<file path="src/design/digit_store_pkg.sv">
// Constants and types shared by the digit store and its read-side scanner.
// Assumes one 50 MHz system clock and a synchronous, active-high seizure reset.
package digit_store_pkg;

	localparam int SLOT_COUNT = 14;
	localparam int BIT_COUNT = 6;
	localparam int BUF_DEPTH = 2;

	// Field positions of the six bit cells of a slot.
	localparam int BIT_W1 = 0;
	localparam int BIT_W2 = 1;
	localparam int BIT_W4 = 2;
	localparam int BIT_W6 = 3;
	localparam int BIT_W8 = 4;
	localparam int BIT_ZERO = 5;

	// Digit values added for each weighted bit.
	localparam logic [3:0] WEIGHT_1 = 4'h1;
	localparam logic [3:0] WEIGHT_2 = 4'h2;
	localparam logic [3:0] WEIGHT_4 = 4'h4;
	localparam logic [3:0] WEIGHT_6 = 4'h6;
	localparam logic [3:0] WEIGHT_8 = 4'h8;
	localparam logic [3:0] DIGIT_ZERO = 4'h0;

	// Timing of the two-phase pulse clock.
	localparam int CLK_PERIOD_NS = 20;
	localparam int PHASE_GAP_NS = 1000;
	localparam int PHASE_GAP_CYC = (PHASE_GAP_NS + CLK_PERIOD_NS - 1) / CLK_PERIOD_NS;

	// Reset values.
	localparam logic [SLOT_COUNT-1:0] WR_PTR_RST = 14'h0001;
	localparam logic [SLOT_COUNT-1:0] RD_PTR_RST = 14'h0000;

	typedef enum logic [0:0] {
		ST_SCAN,
		ST_HALT
	} scan_state_t;

endpackage

</file>
<file path="src/design/digit_store_read_scanner.sv">
// Fourteen-slot digit store with its read scanner and two-phase pulse clock.
// Assumes the tone receiver and the translation logic sit on the same clock.
// Assumes the translation logic returns restart only after the interdigital time.

module digit_store_read_scanner
	import digit_store_pkg::*;
#(
	parameter int SLOTS = SLOT_COUNT,
	parameter int BITS = BIT_COUNT,
	parameter int DEPTH = BUF_DEPTH,
	parameter int PHASE_GAP = PHASE_GAP_CYC
) (
	input wire logic sys_clk,
	input wire logic rst,
	input wire logic write_word,
	input wire logic [BITS-1:0] bit_sel,
	input wire logic wr_advance,
	input wire logic restart,
	input wire logic out_ready,
	output logic first_clock_phase,
	output logic second_clock_phase,
	output logic [SLOTS-1:0] rd_slot,
	output logic [SLOTS-1:0] wr_slot,
	output logic scanning,
	output logic [BITS-1:0] bit_strobe,
	output logic digit_present,
	output logic out_valid,
	output logic [BITS-1:0] out_bits,
	output logic [3:0] out_digit,
	output logic out_code_err
);

	localparam int PW = (DEPTH > 1) ? $clog2(DEPTH) : 1;
	localparam int CW = $clog2(DEPTH + 1);
	localparam int DW = $clog2(PHASE_GAP + 1);
	localparam int A_GAP = PHASE_GAP;

	typedef struct packed {
		logic err;
		logic [3:0] digit;
		logic [BITS-1:0] bits;
	} entry_t;

	typedef struct packed {
		logic [DW-1:0] div;
		logic phase_sel;
		logic tr_p;
		logic tw_p;
		logic [SLOTS-1:0][BITS-1:0] store;
		logic [SLOTS-1:0] wr_ptr;
		logic [SLOTS-1:0] rd_ptr;
		scan_state_t state;
		logic [BITS-1:0] strobe;
		logic present;
		logic [DEPTH-1:0] [$bits(entry_t)-1:0] mem;
		logic [PW-1:0] wp;
		logic [PW-1:0] rp;
		logic [CW-1:0] cnt;
	} state_t;

	state_t s_r;
	state_t s_nxt;

	////////////////////////////////////////////////////////////////////////
	// Helpers.

	function automatic logic [SLOTS-1:0] step_ptr(input logic [SLOTS-1:0] p);
		if (p == '0) begin
			step_ptr = {{(SLOTS-1){1'b0}}, 1'b1};
		end else begin
			step_ptr = {p[SLOTS-2:0], p[SLOTS-1]};
		end
	endfunction

	function automatic logic [BITS-1:0] slot_word(input logic [SLOTS-1:0][BITS-1:0] st,
			input logic [SLOTS-1:0] p);
		slot_word = '0;
		for (int i = 0; i < SLOTS; i++) begin
			if (p[i]) begin
				slot_word = slot_word | st[i];
			end
		end
	endfunction

	function automatic logic [3:0] decode_digit(input logic [BITS-1:0] b);
		decode_digit = DIGIT_ZERO;
		if (b[BIT_W1]) begin
			decode_digit = decode_digit + WEIGHT_1;
		end
		if (b[BIT_W2]) begin
			decode_digit = decode_digit + WEIGHT_2;
		end
		if (b[BIT_W4]) begin
			decode_digit = decode_digit + WEIGHT_4;
		end
		if (b[BIT_W6]) begin
			decode_digit = decode_digit + WEIGHT_6;
		end
		if (b[BIT_W8]) begin
			decode_digit = decode_digit + WEIGHT_8;
		end
	endfunction

	// A single set cell is any digit; a pair must be weight 1 with 2, 4, 6 or 8.
	function automatic logic code_legal(input logic [BITS-1:0] b);
		code_legal = 1'b0;
		if ($countones(b) == 1) begin
			code_legal = 1'b1;
		end else if ($countones(b) == 2) begin
			code_legal = b[BIT_W1] && !b[BIT_ZERO];
		end
	endfunction

	////////////////////////////////////////////////////////////////////////
	// Next-state logic.

	logic advance;
	logic push;
	logic pop;
	logic [SLOTS-1:0] next_slot;
	logic [BITS-1:0] read_word;
	entry_t head;

	always_comb begin
		s_nxt = s_r;
		head = entry_t'(s_r.mem[s_r.rp]);
		s_nxt.tr_p = 1'b0;
		s_nxt.tw_p = 1'b0;
		if (s_r.div == DW'(PHASE_GAP - 1)) begin
			s_nxt.div = '0;
			s_nxt.phase_sel = !s_r.phase_sel;
			s_nxt.tr_p = !s_r.phase_sel;
			s_nxt.tw_p = s_r.phase_sel;
		end else begin
			s_nxt.div = s_r.div + DW'(1);
		end

		if (s_r.tw_p && write_word) begin
			for (int i = 0; i < SLOTS; i++) begin
				if (s_r.wr_ptr[i]) begin
					s_nxt.store[i] = s_r.store[i] | bit_sel;
				end
			end
		end
		if (wr_advance) begin
			s_nxt.wr_ptr = step_ptr(s_r.wr_ptr);
		end

		// A full buffer stalls the scanner so that no read word is dropped.
		// Advance on each first phase while scanning and the buffer has room
		advance = s_r.tr_p && (s_r.state == ST_SCAN) && (s_r.cnt < CW'(DEPTH));
		next_slot = step_ptr(s_r.rd_ptr);
		read_word = slot_word(s_r.store, next_slot);
		push = advance && (read_word != '0);
		s_nxt.strobe = '0;
		s_nxt.present = 1'b0;
		if (advance) begin
			s_nxt.rd_ptr = next_slot;
			for (int i = 0; i < SLOTS; i++) begin
				if (next_slot[i]) begin
					s_nxt.store[i] = '0;
				end
			end
			s_nxt.strobe = read_word;
			s_nxt.present = read_word != '0;
		end

		// Halt in the same cycle as the read
		if (push) begin
			s_nxt.state = ST_HALT;
		end else if (s_r.state == ST_HALT && s_r.tw_p && restart) begin
			s_nxt.state = ST_SCAN;
		end

		pop = (s_r.cnt != '0) && out_ready;
		if (push) begin
			s_nxt.mem[s_r.wp] = {!code_legal(read_word), decode_digit(read_word), read_word};
			s_nxt.wp = (s_r.wp == PW'(DEPTH - 1)) ? '0 : s_r.wp + PW'(1);
		end
		if (pop) begin
			s_nxt.rp = (s_r.rp == PW'(DEPTH - 1)) ? '0 : s_r.rp + PW'(1);
		end
		if (push && !pop) begin
			s_nxt.cnt = s_r.cnt + CW'(1);
		end else if (pop && !push) begin
			s_nxt.cnt = s_r.cnt - CW'(1);
		end
	end

	////////////////////////////////////////////////////////////////////////
	// State register.

	always_ff @(posedge sys_clk) begin
		if (rst) begin
			s_r <= '0;
			s_r.store <= '0;
			s_r.wr_ptr <= WR_PTR_RST;
			s_r.rd_ptr <= RD_PTR_RST;
			s_r.state <= ST_SCAN;
		end else begin
			s_r <= s_nxt;
		end
	end

	assign first_clock_phase = s_r.tr_p;
	assign second_clock_phase = s_r.tw_p;
	assign rd_slot = s_r.rd_ptr;
	assign wr_slot = s_r.wr_ptr;
	assign scanning = s_r.state == ST_SCAN;
	assign bit_strobe = s_r.strobe;
	assign digit_present = s_r.present;
	assign out_valid = s_r.cnt != '0;
	assign out_bits = head.bits;
	assign out_digit = head.digit;
	assign out_code_err = head.err;
endmodule

</file>
<file path="config.mk">
export PLATFORM = sky130hd
export DESIGN_NAME = digit_store_read_scanner
export DESIGN_NICKNAME = d
export VERILOG_FILES = /design/src/design/digit_store_pkg.sv /design/src/design/digit_store_read_scanner.sv
export SDC_FILE = /design/constraint.sdc
export NUM_CORES = 1
export LEC_CHECK = 0
export ABC_CLOCK_PERIOD_IN_PS = 11000
export BUFFER_PORTS_ARGS = -buffer_cell sky130_fd_sc_hd__buf_4
export CORE_MARGIN = 3
export CORE_UTILIZATION = 55
export DETAILED_ROUTE_END_ITERATION = 12
export MAX_ROUTING_LAYER = met4
export PLACE_DENSITY = 0.75
export SYNTH_ARGS = -nofsm -noshare
export SYNTH_HDL_FRONTEND = slang
export SYNTH_SLANG_ARGS = --single-unit
</file>
<file path="constraint.sdc">
create_clock -name sys_clk -period 11 [get_ports sys_clk]
set_input_delay 2.2 -clock sys_clk [delete_from_list [all_inputs] [get_ports sys_clk]]
set_output_delay 2.2 -clock sys_clk [all_outputs]
set_load 0.02 [all_outputs]
</file>
==> metrics.md <==
| Metric | Value |
|---|---|
| Area grow syn2layout | 10.6% |
| Synth warn | 0 |
| Async set or reset register ratio after synthesis | 0 |
| Initial Util | 0.578 |
| Combinational Power Share | 0.025 |
| Internal | 945 uW |
| DR WL/cell | 20.4 um |
| Mux cell area share after synthesis | 0.0605 |
| Clk_skew | 11.8 ps |
| Syn_area_per_cell | 8.89 um^2 |
| Slowest stage cell on the critical path | a211oi_1 |
| RSZ-0062 raised after global routing | no |
| Number of cells produced by synthesis | 723 |
| I/O pins | 62 |
| WL final | 17800 um |
| Startpoint types | register |
| Clk_lat worst skew | 430 ps |
| Yosys reg bits | 153 |
| Full die area | 0.0130 mm^2 |
| Crit path required time | 11260 ps |
| Port bufs | 61 |
| Final min period | 4470 ps |
| CTS root buffer | clkbuf_16 |
| Final hold vios | 0 |
| Number of flops mapped to enable cells by yosys | 0 |
| Die Wd | 114 um |
| H-tree Lvls | 4 |
| Synth Area in XOR/XNOR | 0.0123 |
| Final setup fails | 0 |
| DRT Pass-1 Iters | 5 |
| Initial DRC count | 517 |
| Final Cycle Share | 0.407 |
| Vias in the first global route | 5103 |
| Reg2Reg Setup Slack | 6530 ps |
| Syn Std Cell Area | 0.00643 mm^2 |
| GPL Wtd Cong | 0.975 |
| Synth Flop Type | dfxtp_1 |
| DP Cell Count | 837 |
| ANT nets after route | 0 |
| Multi-input gate area | 0.00273 mm^2 |
| Core area | 0.0111 mm^2 |
| Clock-pin slew on the worst setup and hold paths | 60 ps |
| CP max FO | 11 |
| CTS Hold Bufs | 0 |
| Slowest cell delay on critical path | 640 ps |
| Setup Buffers After CTS | 0 |
| Congestion Overflow GR | 0 |
| # clock sinks | 153 |
| HP Class | reg -> reg |
| CTS tree | yes |
| TNS Setup | 0 ps |
| Largest family of logic cells by synthesized area | simple AND/OR/NAND/NOR gates |
| Initial antenna violation count | 0 |
| Simple-gate portion of the synthesized area | 0.171 |
| Pin count of the biggest net entering global routing | 45 |
| Share of cells above drive strength 1 | 0.167 |
| FF-to-FF End | s_r[14]$_SDFFE_PP0P_ |
| Total power | 1200 uW |
| Worst VDD drop | 206 uV |
| Status | finished, final reports clean |
| All-Layer GR Usage | 0.290 |
| Switching portion of total power | 0.215 |
| Pleak | 0.00292 uW |
| Sequential power share | 0.463 |
| Max Fclk | 0.223 GHz |
| Cell row count | 38 |
| Reg2reg path depth | 15 |
| Synth Area in Compound Gates | 0.160 |
| Register area | 0.00306 mm^2 |
| Final slew viol count | 0 |
| Post-synthesis cell type count | 54 |
| Diodes inserted | 0 |
| Max_cap viols | 0 |
| Sequential cell area fraction in the yosys report | 0.476 |
| TritonCTS Buffers | 17 |
| CP Class | reg -> reg |
| First-pass GRT wire length | 28100 um |
| HPWL after detailed placement | 12600 um |
| Fillers | 936 |
| Psw | 259 uW |
| Cell Chain, Critical Path | nor3_2, and4_4, a211oi_1, inv_1, fa_1, inv_1, fa_1, inv_1, ha_1, inv_1, fa_1, nor2_1, nand3_1, o311ai_0, mux2i_1 |
| Most common cell on crit path | inv_1 |
| CTS Buffer Depth | 2 |
| Final non-filler cell total | 869 |
| Vias | 5295 |
| Share of total power in the clock network | 0.512 |
| Slew Limit Headroom | 0.182 |
| Synth Area in Adders | 0.0210 |
| Final-stage net count | 737 |
| DRC viols | 0 |
| # resized after CTS | 0 |
| Post-Synthesis Net Count | 744 |
| Min Hold Slack | 458 ps |
| Drt via density | 6.09 |
| Endpoint, Worst Hold | s_r[10]$_SDFFE_PP0P_ |
| Die H | 114 um |
| Hold path cells | 2 |
| Critical path arrival | 4740 ps |
| Type of destination of the critical path | register |
| Beginning of the worst register-to-register path | rd_slot[9]$_SDFFE_PP0P_ |
| Hold wc startpoint | s_r[10]$_SDFFE_PP0P_ |
| Worst Tran Pin Value | 1220 ps |
| Pwr dens | 169 mW/mm^2 |
-- power by group through the flow --
stage	registers (uW)	clock network, uW	logic (uW)
after floorplan	570	0	18.6
after global placement	570	0	28.8
after detailed placement	570	0	29.8
after CTS	558	621	29.8
after global routing	558	647	32.6
final	558	616	30.4
-- registers in the layout, summed over array words and instances (netlist names) --
name and flops:
bit_strobe 6, digit_present 1, first_clock_phase 1, rd_slot 14
s_r 116, second_clock_phase 1, wr_slot 14
-- worst max-delay path by stage --
stage | start | end | slack, ps | cells past startpoint
floorplan | rd_slot[10]$_SDFFE_PP0P_ | s_r[14]$_SDFFE_PP0P_ | 7120 | 17
global placement | rd_slot[9]$_SDFFE_PP0P_ | s_r[14]$_SDFFE_PP0P_ | 6830 | 15
detailed placement | rd_slot[9]$_SDFFE_PP0P_ | s_r[14]$_SDFFE_PP0P_ | 6610 | 15
CTS | rd_slot[9]$_SDFFE_PP0P_ | s_r[14]$_SDFFE_PP0P_ | 6580 | 15
global route | rd_slot[6]$_SDFFE_PP0P_ | s_r[14]$_SDFFE_PP0P_ | 6140 | 15
finish | rd_slot[9]$_SDFFE_PP0P_ | s_r[14]$_SDFFE_PP0P_ | 6530 | 15
-- stage by stage --
stage	instance area, um^2	worst slack [ps]	util
after floorplan	6430	7120	-
after global placement	6490	6830	0.583
after detailed placement	6490	6610	0.583
after CTS	7110	6580	0.639
after global routing	7110	6140	0.639
final	7110	6530	0.639
-- cell usage in the layout, fill, tap and decap left out, drive strengths merged, types with 7 or more instances in the layout --
cell type and n:
clkbuf 18, o21ai 9, dfxtp 153, nor2 120, a22oi 40, mux2 12, inv 16, and3 17
nand2 67, nand4 7, buf 62, a21oi 103, nand3 13, mux2i 25
-- cell usage after synthesis, types with 2 or more instances --
| cell type | instances | area [um^2] |
|---|---|---|
| xor2_1 | 5 | 43.8 |
| nor2_1 | 119 | 447 |
| nand3_1 | 13 | 65.1 |
| buf_1 | 13 | 48.8 |
| buf_6 | 11 | 124 |
| nor3_1 | 3 | 15.0 |
| or2_2 | 2 | 12.5 |
| dfxtp_1 | 153 | 3060 |
| nor4_2 | 2 | 25.0 |
| a22oi_1 | 40 | 300 |
| nor2b_1 | 3 | 18.8 |
| a21oi_1 | 103 | 515 |
| a22o_1 | 2 | 17.5 |
| inv_1 | 11 | 41.3 |
| a211oi_1 | 2 | 15.0 |
| a31o_2 | 2 | 17.5 |
| xnor2_1 | 4 | 35.0 |
| buf_4 | 37 | 278 |
| ha_1 | 6 | 75.1 |
| clkbuf_1 | 24 | 90.1 |
| a211oi_4 | 2 | 40.0 |
| mux2i_1 | 25 | 250 |
| nand4_1 | 7 | 43.8 |
| mux2_2 | 10 | 113 |
| nand2_1 | 67 | 251 |
| nor4_1 | 3 | 18.8 |
| clkbuf_8 | 3 | 41.3 |
| o21ai_0 | 7 | 35.0 |
| fa_1 | 3 | 60.1 |
| and3_1 | 17 | 106 |
-- per-layer routing --
metal | track usage | up-vias | routed length (um)
met4 | 0.0934 | 0 | 361
met2 | 0.420 | 249 | 7980
met5 | - | - | 0
met3 | 0.0671 | 32 | 1400
met1 | 0.402 | 2583 | 8020
li1 | - | 2431 | -
-- worst max-delay path: cells and delay by family, from the launching register on --
kind	cells	cell delay, ps
adder cells (fa/ha/maj)	4	1610
buffers and inverters	4	330
multiplexers	1	130
AND/OR/NAND/NOR	4	570
AO/OA/AOI/OAI	2	1030
flip-flops	1	620
-- cells by family (layout without fill, tap and decap cells) --
family / Yosys count / count (layout)
AOI/OAI and AO/OA: 168 / 168
xor gates and xnor gates: 9 / 9
adders and majority gates: 9 / 9
buffers and inverters: 101 / 107
DFF: 153 / 153
muxes: 37 / 37
and+or+nand+nor: 246 / 246
-- final cells by class --
class                   count  area share
well taps                 140      0.0246
clock inverters            14      0.0274
multi-input cells         469       0.384
repair buffers             62      0.0654
clock buffers              18      0.0603
inverters                  13     0.00721
flip-flops and latches    153       0.431
No activity file was read; power rests on OpenSTA's default activity.
